===== config.mk =====
export PLATFORM = sky130hd
export DESIGN_NAME = memory_space_address_decode
export DESIGN_NICKNAME = d
export VERILOG_FILES = /design/src/hw/memory_space_pkg.sv /design/src/hw/data_lane_unit.sv /design/src/hw/memory_space_address_decode.sv
export VERILOG_INCLUDE_DIRS = /design/src /design/src/hw
export SDC_FILE = /design/constraint.sdc
export NUM_CORES = 1
export LEC_CHECK = 0
export ABC_AREA = 1
export BUFFER_PORTS_ARGS = -buffer_cell sky130_fd_sc_hd__clkbuf_2
export CAP_MARGIN = 40
export CORE_AREA = 3 3 174 176
export DETAILED_ROUTE_END_ITERATION = 10
export DIE_AREA = 0 0 177 179
export PLACE_DENSITY = 0.5
export SLEW_MARGIN = 20
export SYNTH_ARGS = -nofsm -noshare
export SYNTH_HDL_FRONTEND = slang
export SYNTH_HIERARCHICAL = 1
export SYNTH_SLANG_ARGS = --single-unit

===== constraint.sdc =====
create_clock -name clock -period 4.9 [get_ports clock]
set_clock_uncertainty 0.1 [all_clocks]
set_input_delay 0.49 -clock clock [delete_from_list [all_inputs] [get_ports clock]]
set_output_delay 0.49 -clock clock [all_outputs]
set_load 0.05 [all_outputs]

===== src/hw/memory_space_address_decode_defines.svh =====
// Constants for the memory space address decode block
`ifndef MEMORY_SPACE_ADDRESS_DECODE_DEFINES_SVH
`define MEMORY_SPACE_ADDRESS_DECODE_DEFINES_SVH
`define PROG_RESET_ADDR 24'h000000
`define PROG_GOTO_TARGET_ADDR 24'h000002
`define PROG_IVT_PRIMARY_LO 24'h000004
`define PROG_IVT_PRIMARY_HI 24'h0000ff
`define PROG_IVT_ALT_LO 24'h000100
`define PROG_IVT_ALT_HI 24'h0001ff
`define PROG_VECTOR_END 24'h000200
`define PROG_CFG_WORD1_ADDR 24'h00abfc
`define PROG_CFG_WORD2_ADDR 24'h00abfe
`define PROG_STEP 24'h000002
`define DATA_IMPL_LIMIT 16'h2000
`define DATA_SFR_LIMIT 16'h0800
`define DATA_NEAR_LIMIT 16'h2000
`define DATA_WINDOW_BIT 15
`define CPU_CTRL_WINDOW_BIT 2
`define STEP_BYTE 16'h0001
`define STEP_WORD 16'h0002
`define CFG_RESET_VALUE 24'hffffff
`endif


===== src/hw/memory_space_pkg.sv =====
// Types shared by the memory space address decode block
package memory_space_pkg;
  // Program word: only 24 of the 32 bits of the lower/upper pair exist
  typedef logic [23:0] prog_word_t;
  // Data side access request from the core
  typedef struct packed {
    logic valid;
    logic is_byte;
    logic [15:0] addr;
  } data_req_s;
  typedef enum logic [1:0] {
    CFG_IDLE = 2'b00,
    CFG_WORD1 = 2'b01,
    CFG_WORD2 = 2'b10,
    CFG_DONE = 2'b11
  } cfg_state_e;
endpackage : memory_space_pkg


===== src/hw/data_lane_unit.sv =====
// Byte lane steering for data reads and writes
`timescale 1ns/100ps
`default_nettype none
module data_lane_unit (
  input wire logic is_byte,
  input wire logic addr_lsb,
  input wire logic [15:0] wr_data,
  input wire logic [15:0] mem_word,
  output logic [15:0] rd_data,
  output logic [15:0] mem_wdata,
  output logic [1:0] lane_strobe
);
  ////////////////////////////////////////////////////////////////////////
  // Read lane select and write lane strobes
  always_comb begin
    if (is_byte) begin
      // Selected byte lands on the low lane
      rd_data = {8'h00, addr_lsb ? mem_word[15:8] : mem_word[7:0]};
      mem_wdata = {wr_data[7:0], wr_data[7:0]};
      lane_strobe = addr_lsb ? 2'h2 : 2'h1;
    end else begin
      // LSB at even, MSB at odd
      rd_data = mem_word;
      mem_wdata = wr_data;
      lane_strobe = 2'h3;
    end
  end
endmodule : data_lane_unit
`default_nettype wire


===== src/hw/memory_space_address_decode.sv =====
// Program and data space address decode for the 16-bit core
`timescale 1ns/100ps
`default_nettype none
`include "memory_space_address_decode_defines.svh"
// Overview of operation
// - Program addresses even, PC steps two
// - Program words 24 bits, top byte absent
// - Addresses below 0x200 hold vectors only
// - Reset starts at zero, goto target follows
// - Primary and alternate vector tables provided
// - Reset copies two top words to configuration
// - Sixteen bit byte addresses, 64K range
// - Bit 15 selects program window
// - Outside implemented 8K reads zero
// - Low byte even, high byte odd
// - Post increment adds one or two
// - Byte read selects lane, low lane out
// - Shared word decode, separate byte strobes
// - Odd word access raises address error
// - Misaligned read completes, write suppressed
// - Byte load keeps register high byte
// - Sign extend and zero extend operations
// - Near area reached by 13-bit field
// - Move direct uses full 16-bit address
// - Separate read and write address generators
// - Window active only when enable bit set
// - Unused special register space reads zero
module memory_space_address_decode (
  input wire logic clock,
  input wire logic rst,
  // Program fetch side
  input wire logic pc_advance,
  input wire logic pc_load,
  input wire logic [23:0] pc_load_addr,
  output logic [23:0] prog_addr,
  output logic prog_fetch_vector,
  input wire logic [31:0] prog_rdata,
  output logic [23:0] prog_instr,
  // Configuration load
  output logic cfg_busy,
  output logic [23:0] cfg_word1,
  output logic [23:0] cfg_word2,
  // Core control
  input wire logic [15:0] cpu_ctrl,
  input wire logic [15:0] sfr_present_map,
  // Read address generator
  input wire logic rd_valid,
  input wire logic rd_is_byte,
  input wire logic [15:0] rd_addr,
  input wire logic rd_direct,
  input wire logic rd_direct_near,
  input wire logic [12:0] rd_near_field,
  // Write address generator
  input wire logic wr_valid,
  input wire logic wr_is_byte,
  input wire logic [15:0] wr_addr,
  input wire logic [15:0] wr_data,
  // Post increment
  input wire logic [15:0] source_pointer_register,
  input wire logic post_inc_is_byte,
  output logic [15:0] source_pointer_next,
  // Memory array
  output logic [15:0] mem_rd_word_addr,
  input wire logic [15:0] mem_rd_word,
  output logic [15:0] mem_wr_word_addr,
  output logic [15:0] mem_wdata,
  output logic [1:0] mem_wr_strobe,
  // Program window
  output logic window_rd_req,
  output logic [14:0] window_rd_addr,
  input wire logic [15:0] window_rd_word,
  // Read data
  output logic [15:0] rd_data,
  // Working register load and extension
  input wire logic [15:0] wreg_old,
  input wire logic [15:0] wreg_src,
  input wire logic wreg_byte_load,
  input wire logic sign_extend_op,
  input wire logic zero_extend_op,
  output logic [15:0] wreg_new,
  // Trap
  output logic addr_error_trap,
  output logic addr_error_is_write
);

  ////////////////////////////////////////////////////////////////////////
  // State
  typedef struct packed {
    memory_space_pkg::cfg_state_e cfg_state;
    logic [23:0] pc;
    logic [23:0] cfg1;
    logic [23:0] cfg2;
    logic [15:0] rd_data;
    logic trap;
    logic trap_wr;
    logic [23:0] instr;
  } state_s;

  state_s state_ff; // Registered state
  state_s nxt_state; // Next state

  // Effective addresses after direct field selection
  logic [15:0] rd_byte_addr;
  logic rd_misaligned;
  logic wr_misaligned;
  logic rd_in_window;
  logic rd_implemented;
  logic [15:0] rd_lane_data;
  logic [15:0] lane_wdata;
  logic [1:0] lane_strobe;
  memory_space_pkg::data_req_s rd_req;

  ////////////////////////////////////////////////////////////////////////
  // Helpers
  // Word access at an odd byte address
  function automatic logic odd_word(input logic is_byte,
                                    input logic [15:0] addr);
    odd_word = !is_byte && addr[0];
  endfunction : odd_word

  // Word index used by both byte lanes
  function automatic logic [15:0] word_of(input logic [15:0] addr);
    word_of = {addr[15:1], 1'b0};
  endfunction : word_of

  ////////////////////////////////////////////////////////////////////////
  // Read address generator decode
  always_comb begin
    // Near direct field zero-extends into 0x0000..0x1fff
    if (rd_direct && rd_direct_near) begin
      rd_byte_addr = {3'h0, rd_near_field};
    end else begin
      // Full 16-bit direct or indirect address
      rd_byte_addr = rd_addr;
    end
    rd_req = '{valid: rd_valid, is_byte: rd_is_byte, addr: rd_byte_addr};
  end

  assign rd_misaligned = rd_req.valid &&
                         odd_word(rd_req.is_byte, rd_byte_addr);
  assign wr_misaligned = wr_valid && odd_word(wr_is_byte, wr_addr);
  // Window only mapped while the control bit is set
  assign rd_in_window = rd_byte_addr[`DATA_WINDOW_BIT] &&
                        cpu_ctrl[`CPU_CTRL_WINDOW_BIT];
  assign rd_implemented = !rd_byte_addr[`DATA_WINDOW_BIT] &&
                          (rd_byte_addr < `DATA_IMPL_LIMIT);

  // Independent read and write address paths
  assign mem_rd_word_addr = word_of(rd_byte_addr);
  assign mem_wr_word_addr = word_of(wr_addr);
  assign window_rd_req = rd_req.valid && rd_in_window;
  assign window_rd_addr = rd_byte_addr[14:0];

  ////////////////////////////////////////////////////////////////////////
  // Lane steering, shared by source selection of read data
  data_lane_unit u_lanes (
    .is_byte(rd_req.is_byte),
    .addr_lsb(rd_byte_addr[0]),
    .wr_data(16'h0000),
    .mem_word(rd_in_window ? window_rd_word : mem_rd_word),
    .rd_data(rd_lane_data),
    .mem_wdata(),
    .lane_strobe()
  );

  // Write lanes steered on the write address
  data_lane_unit u_wr_lanes (
    .is_byte(wr_is_byte),
    .addr_lsb(wr_addr[0]),
    .wr_data(wr_data),
    .mem_word(16'h0000),
    .rd_data(),
    .mem_wdata(lane_wdata),
    .lane_strobe(lane_strobe)
  );

  assign mem_wdata = lane_wdata;
  // Misaligned write still runs but never reaches the array
  assign mem_wr_strobe = (wr_valid && !wr_misaligned) ? lane_strobe
                                                     : 2'h0;

  ////////////////////////////////////////////////////////////////////////
  // Post increment step
  assign source_pointer_next = source_pointer_register +
    (post_inc_is_byte ? `STEP_BYTE : `STEP_WORD);

  ////////////////////////////////////////////////////////////////////////
  // Working register byte load and extension
  always_comb begin
    if (sign_extend_op) begin
      wreg_new = {{8{wreg_src[7]}}, wreg_src[7:0]};
    end else if (zero_extend_op) begin
      wreg_new = {8'h00, wreg_src[7:0]};
    end else if (wreg_byte_load) begin
      // High byte kept as it was
      wreg_new = {wreg_old[15:8], wreg_src[7:0]};
    end else begin
      wreg_new = wreg_src;
    end
  end

  ////////////////////////////////////////////////////////////////////////
  // Next state
  always_comb begin
    logic sfr_hole;
    sfr_hole = 1'b0;
    nxt_state = state_ff;
    // Unimplemented 128-byte special register block reads zero
    if (rd_byte_addr < `DATA_SFR_LIMIT) begin
      sfr_hole = !sfr_present_map[rd_byte_addr[10:7]];
    end
    // Configuration copy runs first after every reset
    unique case (state_ff.cfg_state)
      memory_space_pkg::CFG_IDLE: begin
        nxt_state.cfg_state = memory_space_pkg::CFG_WORD1;
      end
      memory_space_pkg::CFG_WORD1: begin
        nxt_state.cfg1 = prog_rdata[23:0];
        nxt_state.cfg_state = memory_space_pkg::CFG_WORD2;
      end
      memory_space_pkg::CFG_WORD2: begin
        nxt_state.cfg2 = prog_rdata[23:0];
        nxt_state.cfg_state = memory_space_pkg::CFG_DONE;
        nxt_state.pc = `PROG_RESET_ADDR;
      end
      memory_space_pkg::CFG_DONE: begin
        if (pc_load) begin
          // Low bit dropped keeps the PC on the lower word
          nxt_state.pc = {pc_load_addr[23:1], 1'b0};
        end else if (pc_advance) begin
          nxt_state.pc = state_ff.pc + `PROG_STEP;
        end
        // Upper byte of upper word is not implemented
        nxt_state.instr = prog_rdata[23:0];
      end
    endcase
    // Read data, zero outside implemented or mapped areas
    if (rd_req.valid && (rd_in_window || (rd_implemented && !sfr_hole))) begin
      nxt_state.rd_data = rd_lane_data;
    end else begin
      nxt_state.rd_data = 16'h0000;
    end
    // One cycle trap request, write has priority for direction
    nxt_state.trap = rd_misaligned || wr_misaligned;
    nxt_state.trap_wr = wr_misaligned;
  end

  ////////////////////////////////////////////////////////////////////////
  // State register
  always_ff @(posedge clock) begin
    if (rst) begin
      state_ff <= '{cfg_state: memory_space_pkg::CFG_IDLE,
                    pc: `PROG_RESET_ADDR,
                    cfg1: `CFG_RESET_VALUE,
                    cfg2: `CFG_RESET_VALUE,
                    rd_data: 16'h0000,
                    trap: 1'b0,
                    trap_wr: 1'b0,
                    instr: 24'h000000};
    end else begin
      state_ff <= nxt_state;
    end
  end

  ////////////////////////////////////////////////////////////////////////
  // Outputs
  always_comb begin
    // Program bus shows config words during the copy
    unique case (state_ff.cfg_state)
      memory_space_pkg::CFG_WORD1: prog_addr = `PROG_CFG_WORD1_ADDR;
      memory_space_pkg::CFG_WORD2: prog_addr = `PROG_CFG_WORD2_ADDR;
      memory_space_pkg::CFG_IDLE,
      memory_space_pkg::CFG_DONE: prog_addr = state_ff.pc;
    endcase
  end
  // Fetches below 0x200 come from the vector area
  assign prog_fetch_vector = state_ff.pc < `PROG_VECTOR_END;
  assign prog_instr = state_ff.instr;
  assign cfg_busy = state_ff.cfg_state != memory_space_pkg::CFG_DONE;
  assign cfg_word1 = state_ff.cfg1;
  assign cfg_word2 = state_ff.cfg2;
  assign rd_data = state_ff.rd_data;
  assign addr_error_trap = state_ff.trap;
  assign addr_error_is_write = state_ff.trap_wr;

  ////////////////////////////////////////////////////////////////////////
  // Checks
  // Odd word write raises a write-flavoured trap one cycle on
  a_odd_word_trap: assert property (@(posedge clock)
    disable iff (rst) (wr_valid && !wr_is_byte && wr_addr[0])
    |=> addr_error_trap && addr_error_is_write)
    else $error("odd word write no trap");
  // Odd word read traps too, near or full address alike
  a_odd_read_trap: assert property (@(posedge clock)
    disable iff (rst) (rd_valid && !rd_is_byte && rd_byte_addr[0])
    |=> addr_error_trap)
    else $error("odd word read no trap");
  // Misaligned write never strobes a lane
  a_write_suppressed: assert property (@(posedge clock)
    disable iff (rst) wr_misaligned |-> mem_wr_strobe == 2'h0)
    else $error("misaligned write reached array");
  // No trap without a misaligned request the cycle before
  a_trap_one_cycle: assert property (@(posedge clock)
    disable iff (rst)
    (addr_error_trap && !$past(rd_misaligned || wr_misaligned))
    |-> 1'b0)
    else $error("trap without cause");
  // Trap drops after one cycle unless a new fault arrives
  a_trap_pulse: assert property (@(posedge clock)
    disable iff (rst)
    (addr_error_trap && !rd_misaligned && !wr_misaligned)
    |=> !addr_error_trap)
    else $error("trap held too long");
  // Read-only fault reports a read direction
  a_trap_read_dir: assert property (@(posedge clock)
    disable iff (rst) (rd_misaligned && !wr_misaligned)
    |=> addr_error_trap && !addr_error_is_write)
    else $error("trap direction wrong");
  // Byte write strobes only the lane of address bit 0
  a_byte_strobe: assert property (@(posedge clock)
    disable iff (rst) (wr_valid && wr_is_byte)
    |-> mem_wr_strobe == (wr_addr[0] ? 2'h2 : 2'h1))
    else $error("wrong byte lane");
  // Lower half beyond the implemented area reads zero
  a_outside_zero: assert property (@(posedge clock)
    disable iff (rst)
    (rd_valid && !rd_byte_addr[15] && rd_byte_addr >= `DATA_IMPL_LIMIT)
    |=> rd_data == 16'h0000)
    else $error("outside read not zero");
  // Byte reads always come back on the low lane
  a_byte_low_lane: assert property (@(posedge clock)
    disable iff (rst) (rd_valid && rd_is_byte)
    |=> rd_data[15:8] == 8'h00)
    else $error("byte read upper lane not zero");
  // Window reads stay dark while the enable bit is clear
  a_window_gated: assert property (@(posedge clock)
    disable iff (rst) (rd_valid && rd_byte_addr[15] && !cpu_ctrl[2])
    |-> !window_rd_req ##1 rd_data == 16'h0000)
    else $error("window not gated");
  // Program counter moves by one word pair per step
  a_pc_step: assert property (@(posedge clock)
    disable iff (rst) (!cfg_busy && pc_advance && !pc_load)
    |=> prog_addr == $past(prog_addr) + 24'h000002)
    else $error("pc step wrong");
  // Both configuration words fetched in order, then address zero
  a_cfg_copy: assert property (@(posedge clock)
    $fell(rst) |-> ##1 prog_addr == `PROG_CFG_WORD1_ADDR ##1
      prog_addr == `PROG_CFG_WORD2_ADDR ##1 prog_addr == 24'h000000)
    else $error("config copy order wrong");
  // Pointer step is one for bytes and two for words
  a_post_inc: assert property (@(posedge clock)
    disable iff (rst) source_pointer_next - source_pointer_register ==
      (post_inc_is_byte ? 16'h0001 : 16'h0002))
    else $error("post increment wrong");
  // Byte load leaves the register's high byte alone
  a_byte_keeps_high: assert property (@(posedge clock)
    disable iff (rst)
    (wreg_byte_load && !sign_extend_op && !zero_extend_op)
    |-> wreg_new[15:8] == wreg_old[15:8])
    else $error("byte load touched high byte");
  // Sign extension copies bit 7 into the whole high byte
  a_sign_extend: assert property (@(posedge clock)
    disable iff (rst) sign_extend_op
    |-> wreg_new[15:8] == (wreg_src[7] ? 8'hff : 8'h00))
    else $error("sign extension wrong");
  // Main scenarios reached
  c_byte_write: cover property (@(posedge clock) wr_valid && wr_is_byte);
  c_trap_read: cover property (@(posedge clock)
    addr_error_trap && !addr_error_is_write);
  c_window_read: cover property (@(posedge clock) window_rd_req);
  c_cfg_done: cover property (@(posedge clock) $fell(cfg_busy));
  c_near_read: cover property (@(posedge clock)
    rd_valid && rd_direct && rd_direct_near);
endmodule : memory_space_address_decode
`default_nettype wire


==> flow_summary.json, run 1 <==
{
  "status": "complete, no violations",
  "ff_latch_area_um2": 2300,
  "p_int_mw": 2.41,
  "cts_sinks": 115,
  "finalHoldViolCount": 0,
  "die_y_um": 179,
  "cap_violations": 0,
  "end_kind": "output pin",
  "insertion_delay_ns": 0.41,
  "min_to": "addr_error_is_write$_SDFF_PP0_",
  "syn_inst": 1087,
  "p_comb_share_pct": 47.1,
  "start_kind": "flip-flop",
  "finalInstanceArea_um2": 9120,
  "fp.dieW_um": 177,
  "route.vias.total": 7265,
  "dr.pass1.iters": 5,
  "yosysWarnings": 6,
  "multi_input_area_um2": 3380,
  "area_growth_pct": 24.1,
  "cts_buffers": 17,
  "critical_path_class": "flip-flop to output pin",
  "worstPathRequired_ns": 4.31,
  "final_nets": 1558,
  "grt_max_degree": 45,
  "grt_setup_unrepaired": "false",
  "r2r-start": "state_ff[114]$_SDFFE_PP0P_",
  "antenna_found_initial": 2,
  "drt-initial-drc-count": 368,
  "ir_drop_v": 0.000218,
  "cts_hold_buf": 0,
  "fin_util_pct": 31.7,
  "cts_tree": "yes",
  "grt_pass1_vias": 6992,
  "setup_violations": 0,
  "p_leak_nw": 4.88,
  "grt_pass1_wl_mm": 39.2,
  "max-slew-margin-rel_pct": 48.2,
  "gp_congestion": 0.909,
  "cts_buffer_depth": 2,
  "drc": 0,
  "slew_viol_final": 0,
  "post_cts_buffers": 0,
  "syn_area_um2": 7350,
  "via_per_inst": 4.26,
  "holdPathStages": 3,
  "grt_overflow": 0,
  "track_usage_pct": 15.9,
  "min_from": "wr_valid",
  "wl_per_cell_um": 15.3,
  "ios": 457,
  "dp_hpwl_mm": 20.5,
  "critPathMaxFanout": 14,
  "cts_root_buffer": "clkbuf_16",
  "initial_core_util_pct": 25.5,
  "drive_gt1_share_pct": 34.8,
  "portBuffers": 377,
  "syn_avg_cell_area_um2": 6.76,
  "routed_wl_mm": 26.0,
  "worstPathArrival_ns": 2.48,
  "fp.dieArea_um2": 31700,
  "r2r_setup_slack_ns": 2.32,
  "fillers": 3241,
  "path_clk_slew_ns": 0.06,
  "pwr-share-seq_pct": 26.2,
  "worstRegToRegCells": 8,
  "cellPowerDensity_nw_per_um2": 523,
  "min_period_ns": 3.07,
  "final_common_cell": "clkbuf_2",
  "final_cell_mix": "377 x clkbuf_2, 249 x nand2_1, 142 x nor2_1, 115 x dfxtp_1, 93 x nand3_1",
  "r2r-end": "state_ff[104]$_SDFFE_PP0P_",
  "place_area_um2": 8510,
  "tns_ns": 0,
  "htree_levels": 4,
  "swShare_pct": 49.5,
  "p_switching_mw": 2.36,
  "ant_nets": 0,
  "fmax_mhz": 326,
  "min_path_type": "input pin to flip-flop",
  "core_um2": 28800,
  "post_cts_resized": 0,
  "worst_slew_pin_slew_ns": 0.776,
  "power_frac_clock_pct": 26.8,
  "min_period_over_period_pct": 62.6,
  "rows": 62
}
[power groups by stage]
| stage | combinational [mW] | sequential (mW) | clock [mW] |
|---|---|---|---|
| after floorplan | 1.97 | 1.23 | 0 |
| after global placement | 2.23 | 1.26 | 0 |
| after detailed placement | 2.27 | 1.27 | 0 |
| after CTS | 2.28 | 1.25 | 1.32 |
| after global routing | 2.42 | 1.27 | 1.36 |
| final | 2.24 | 1.25 | 1.28 |
[metal layers]
layer	global-route usage (%)	vias up	wire (um)
met5	0	-	13
met4	3.63	2	378
met3	4.98	19	1860
met2	29.2	251	13500
met1	18.0	3270	10300
li1	-	3723	-
[registers in the layout, indices dropped and copies added, names as in the netlist]
signal,cells
rd_data,16
addr_error_is_write,1
prog_instr,24
cfg_word1,24
addr_error_trap,1
state_ff,25
cfg_word2,24
[final cells by class]
| type | count | share of cell area (%) |
|---|---|---|
| clock buffers | 19 | 4.97 |
| diodes | 1 | 0.0274 |
| flip-flops and latches | 115 | 25.3 |
| well taps | 384 | 5.27 |
| clock inverters | 13 | 1.62 |
| inverters | 93 | 3.83 |
| repair buffers | 386 | 21.9 |
| multi-input cells | 693 | 37.1 |
[worst max path at each step]
stage                                from                         to  slack (ns)  cells past startpoint
2_1_floorplan                   rd_direct              window_rd_req        1.67                      6
3_3_place_gp                      pc_load  state_ff[99]$_SDFFE_PP0P_        1.65                      6
3_5_place_dp             post_inc_is_byte    source_pointer_next[14]        1.87                     11
4_1_cts        state_ff[114]$_SDFFE_PP0P_               prog_addr[8]        1.79                      5
5_1_grt        state_ff[114]$_SDFFE_PP0P_               prog_addr[2]        1.63                      5
6_report       state_ff[114]$_SDFFE_PP0P_               prog_addr[8]        1.83                      5
[critical path, stage by stage (launching register included)]
cell	delay, ns
dfxtp_1	0.42
inv_1	0.08
ha_1	0.58
inv_1	0.30
o21ai_0	0.34
clkbuf_2	0.35
[metrics by stage]
step           hold slack [ns]  std cells  total power [mW]  worst slack, ns
5_1_grt                  0.210       1704              5.05             1.63
6_report                 0.222       1704              4.77             1.83
3_3_place_gp             0.337       1667              3.49             1.65
3_5_place_dp             0.345       1671              3.54             1.87
2_1_floorplan            0.330       1089              3.20             1.67
4_1_cts                  0.197       1703              4.84             1.79
(Power assumes the default switching activity.)
==> inputs of run 2 (changes only) <==
--- a/config.mk
+++ b/config.mk
@@ -6,7 +6,7 @@
 export SDC_FILE = /design/constraint.sdc
 export NUM_CORES = 1
 export LEC_CHECK = 0
-export ABC_AREA = 1
+export ABC_AREA = 0
 export BUFFER_PORTS_ARGS = -buffer_cell sky130_fd_sc_hd__clkbuf_2
 export CAP_MARGIN = 40
 export CORE_AREA = 3 3 174 176
==> constraint.sdc (replaced) <==
create_clock -name clock -period 3.2 [get_ports clock]
set_clock_uncertainty 0.1 [all_clocks]
set_input_delay 0.32 -clock clock [delete_from_list [all_inputs] [get_ports clock]]
set_output_delay 0.32 -clock clock [all_outputs]
set_load 0.05 [all_outputs]
==> flow_summary.json, run 2 <==
{
  "status": "complete, no violations",
  "grt_max_degree": 52,
  "gp_congestion": 0.811,
  "p_leak_nw": 4.30,
  "largest_reg_flops": 25,
  "place_inst": 1452,
  "die_y_um": 179,
  "ant_nets": 0,
  "cts_sinks": 115,
  "grt_setup_unrepaired": "false",
  "syn_inst": 860,
  "finalHoldViolCount": 0,
  "route.vias.total": 6696,
  "area_growth_pct": 25.1,
  "grt_pass1_wl_mm": 36.8,
  "cts_root_buffer": "clkbuf_16",
  "antenna_found_initial": 1,
  "dp_hpwl_mm": 19.4,
  "cts_buffer_depth": 2,
  "worst_slew_pin_slew_ns": 0.719,
  "holdWs_ns": 0.0383,
  "min_period_ns": 2.65,
  "start_kind": "flip-flop",
  "registers.top_by_ff_count": "state_ff",
  "tns_ns": 0,
  "final_cell_mix": "376 x clkbuf_2, 115 x dfxtp_1, 74 x nand2_1, 69 x nor2_1, 48 x a211o_1",
  "fp.dieArea_um2": 31700,
  "fp.dieW_um": 177,
  "worstPathRequired_ns": 2.78,
  "critical_path_class": "flip-flop to output pin",
  "final_nets": 1339,
  "drc": 0,
  "portBuffers": 377,
  "via_per_inst": 4.51,
  "r2r-start": "state_ff[114]$_SDFFE_PP0P_",
  "slew_viol_final": 0,
  "syn_area_um2": 7360,
  "post_cts_buffers": 0,
  "post_cts_resized": 0,
  "initial_core_util_pct": 25.6,
  "cts_buffers": 17,
  "min_path_type": "input pin to flip-flop",
  "grt_overflow": 0,
  "setup_violations": 0,
  "fmax_mhz": 377,
  "end_kind": "output pin",
  "drive_gt1_share_pct": 44.6,
  "min_from": "pc_load_addr[15]",
  "wl_per_cell_um": 16.9,
  "final_common_cell": "clkbuf_2",
  "syn_avg_cell_area_um2": 8.55,
  "cellPowerDensity_nw_per_um2": 688,
  "min_period_over_period_pct": 82.9,
  "cts_tree": "yes",
  "final_cells": 1485,
  "max-slew-margin-rel_pct": 51.8,
  "track_usage_pct": 15.1,
  "critPathMaxFanout": 14,
  "cts_hold_buf": 0,
  "grt_pass1_vias": 6491,
  "core_um2": 28800,
  "cap_violations": 0,
  "startpoint": "state_ff[114]$_SDFFE_PP0P_",
  "ios": 457,
  "drt-initial-drc-count": 287,
  "yosysWarnings": 6,
  "routed_wl_mm": 25.2,
  "ir_drop_v": 0.000243,
  "htree_levels": 4,
  "dr.pass1.iters": 5,
  "rows": 62,
  "worstPathArrival_ns": 2.23,
  "path_clk_slew_ns": 0.06,
  "insertion_delay_ns": 0.41
}
-- run 2: cell type report --
cell class / count / area (um2)
timing repair buffer: 392 / 2000
multi-input combinational: 553 / 3780
sequential: 115 / 2300
fill: 3086 / 19600
antenna: 1 / 2.50
inverter: 8 / 32.5
clock buffer: 17 / 425
tap: 384 / 480
clock inverter: 15 / 184
-- run 2: report_power, final --
group / switching (mW) / internal (mW)
clock: 0.813 / 1.19
combinational: 1.90 / 0.690
sequential: 0.113 / 1.62
-- run 2: routing by layer --
| layer | track usage [%] | vias up | share of wire (%) |
|---|---|---|---|
| li1 | - | 3275 | - |
| met1 | 18.0 | 3170 | 41 |
| met2 | 26.6 | 236 | 51 |
| met3 | 4.53 | 15 | 6.9 |
| met4 | 3.57 | 0 | 0.76 |
| met5 | 0 | - | 0 |
-- run 2: metrics by stage --
stage               worst slack (ns)  total power [mW]  utilization (%)  cell area (um2)
floorplan                      0.737              4.00                -             7360
global placement               0.763              4.38             29.8             8590
detailed placement             0.703              4.39             29.9             8590
CTS                            0.465              6.43             32.0             9200
global route                   0.316              6.65             32.0             9210
finish                         0.547              6.33             32.0             9210
-- run 2: worst paths after layout --
path | to | slack (ns) | depth (start not counted)
worst max-delay path | prog_addr[2] | 0.55 | 6
worst min-delay path | state_ff[105]$_SDFFE_PP0P_ | 0.04 | 3
worst max register to register | state_ff[108]$_SDFFE_PP0P_ | 0.77 | 7
worst min register to register | cfg_word2[10]$_SDFFE_PP1P_ | 0.37 | 1
-- run 2: worst max-delay path, stage by stage, from the launching register on --
cell      delay, ns
dfxtp_1        0.43
inv_1          0.07
ha_1           0.62
buf_4          0.26
nand2_1        0.06
nand2_1        0.10
clkbuf_2       0.28
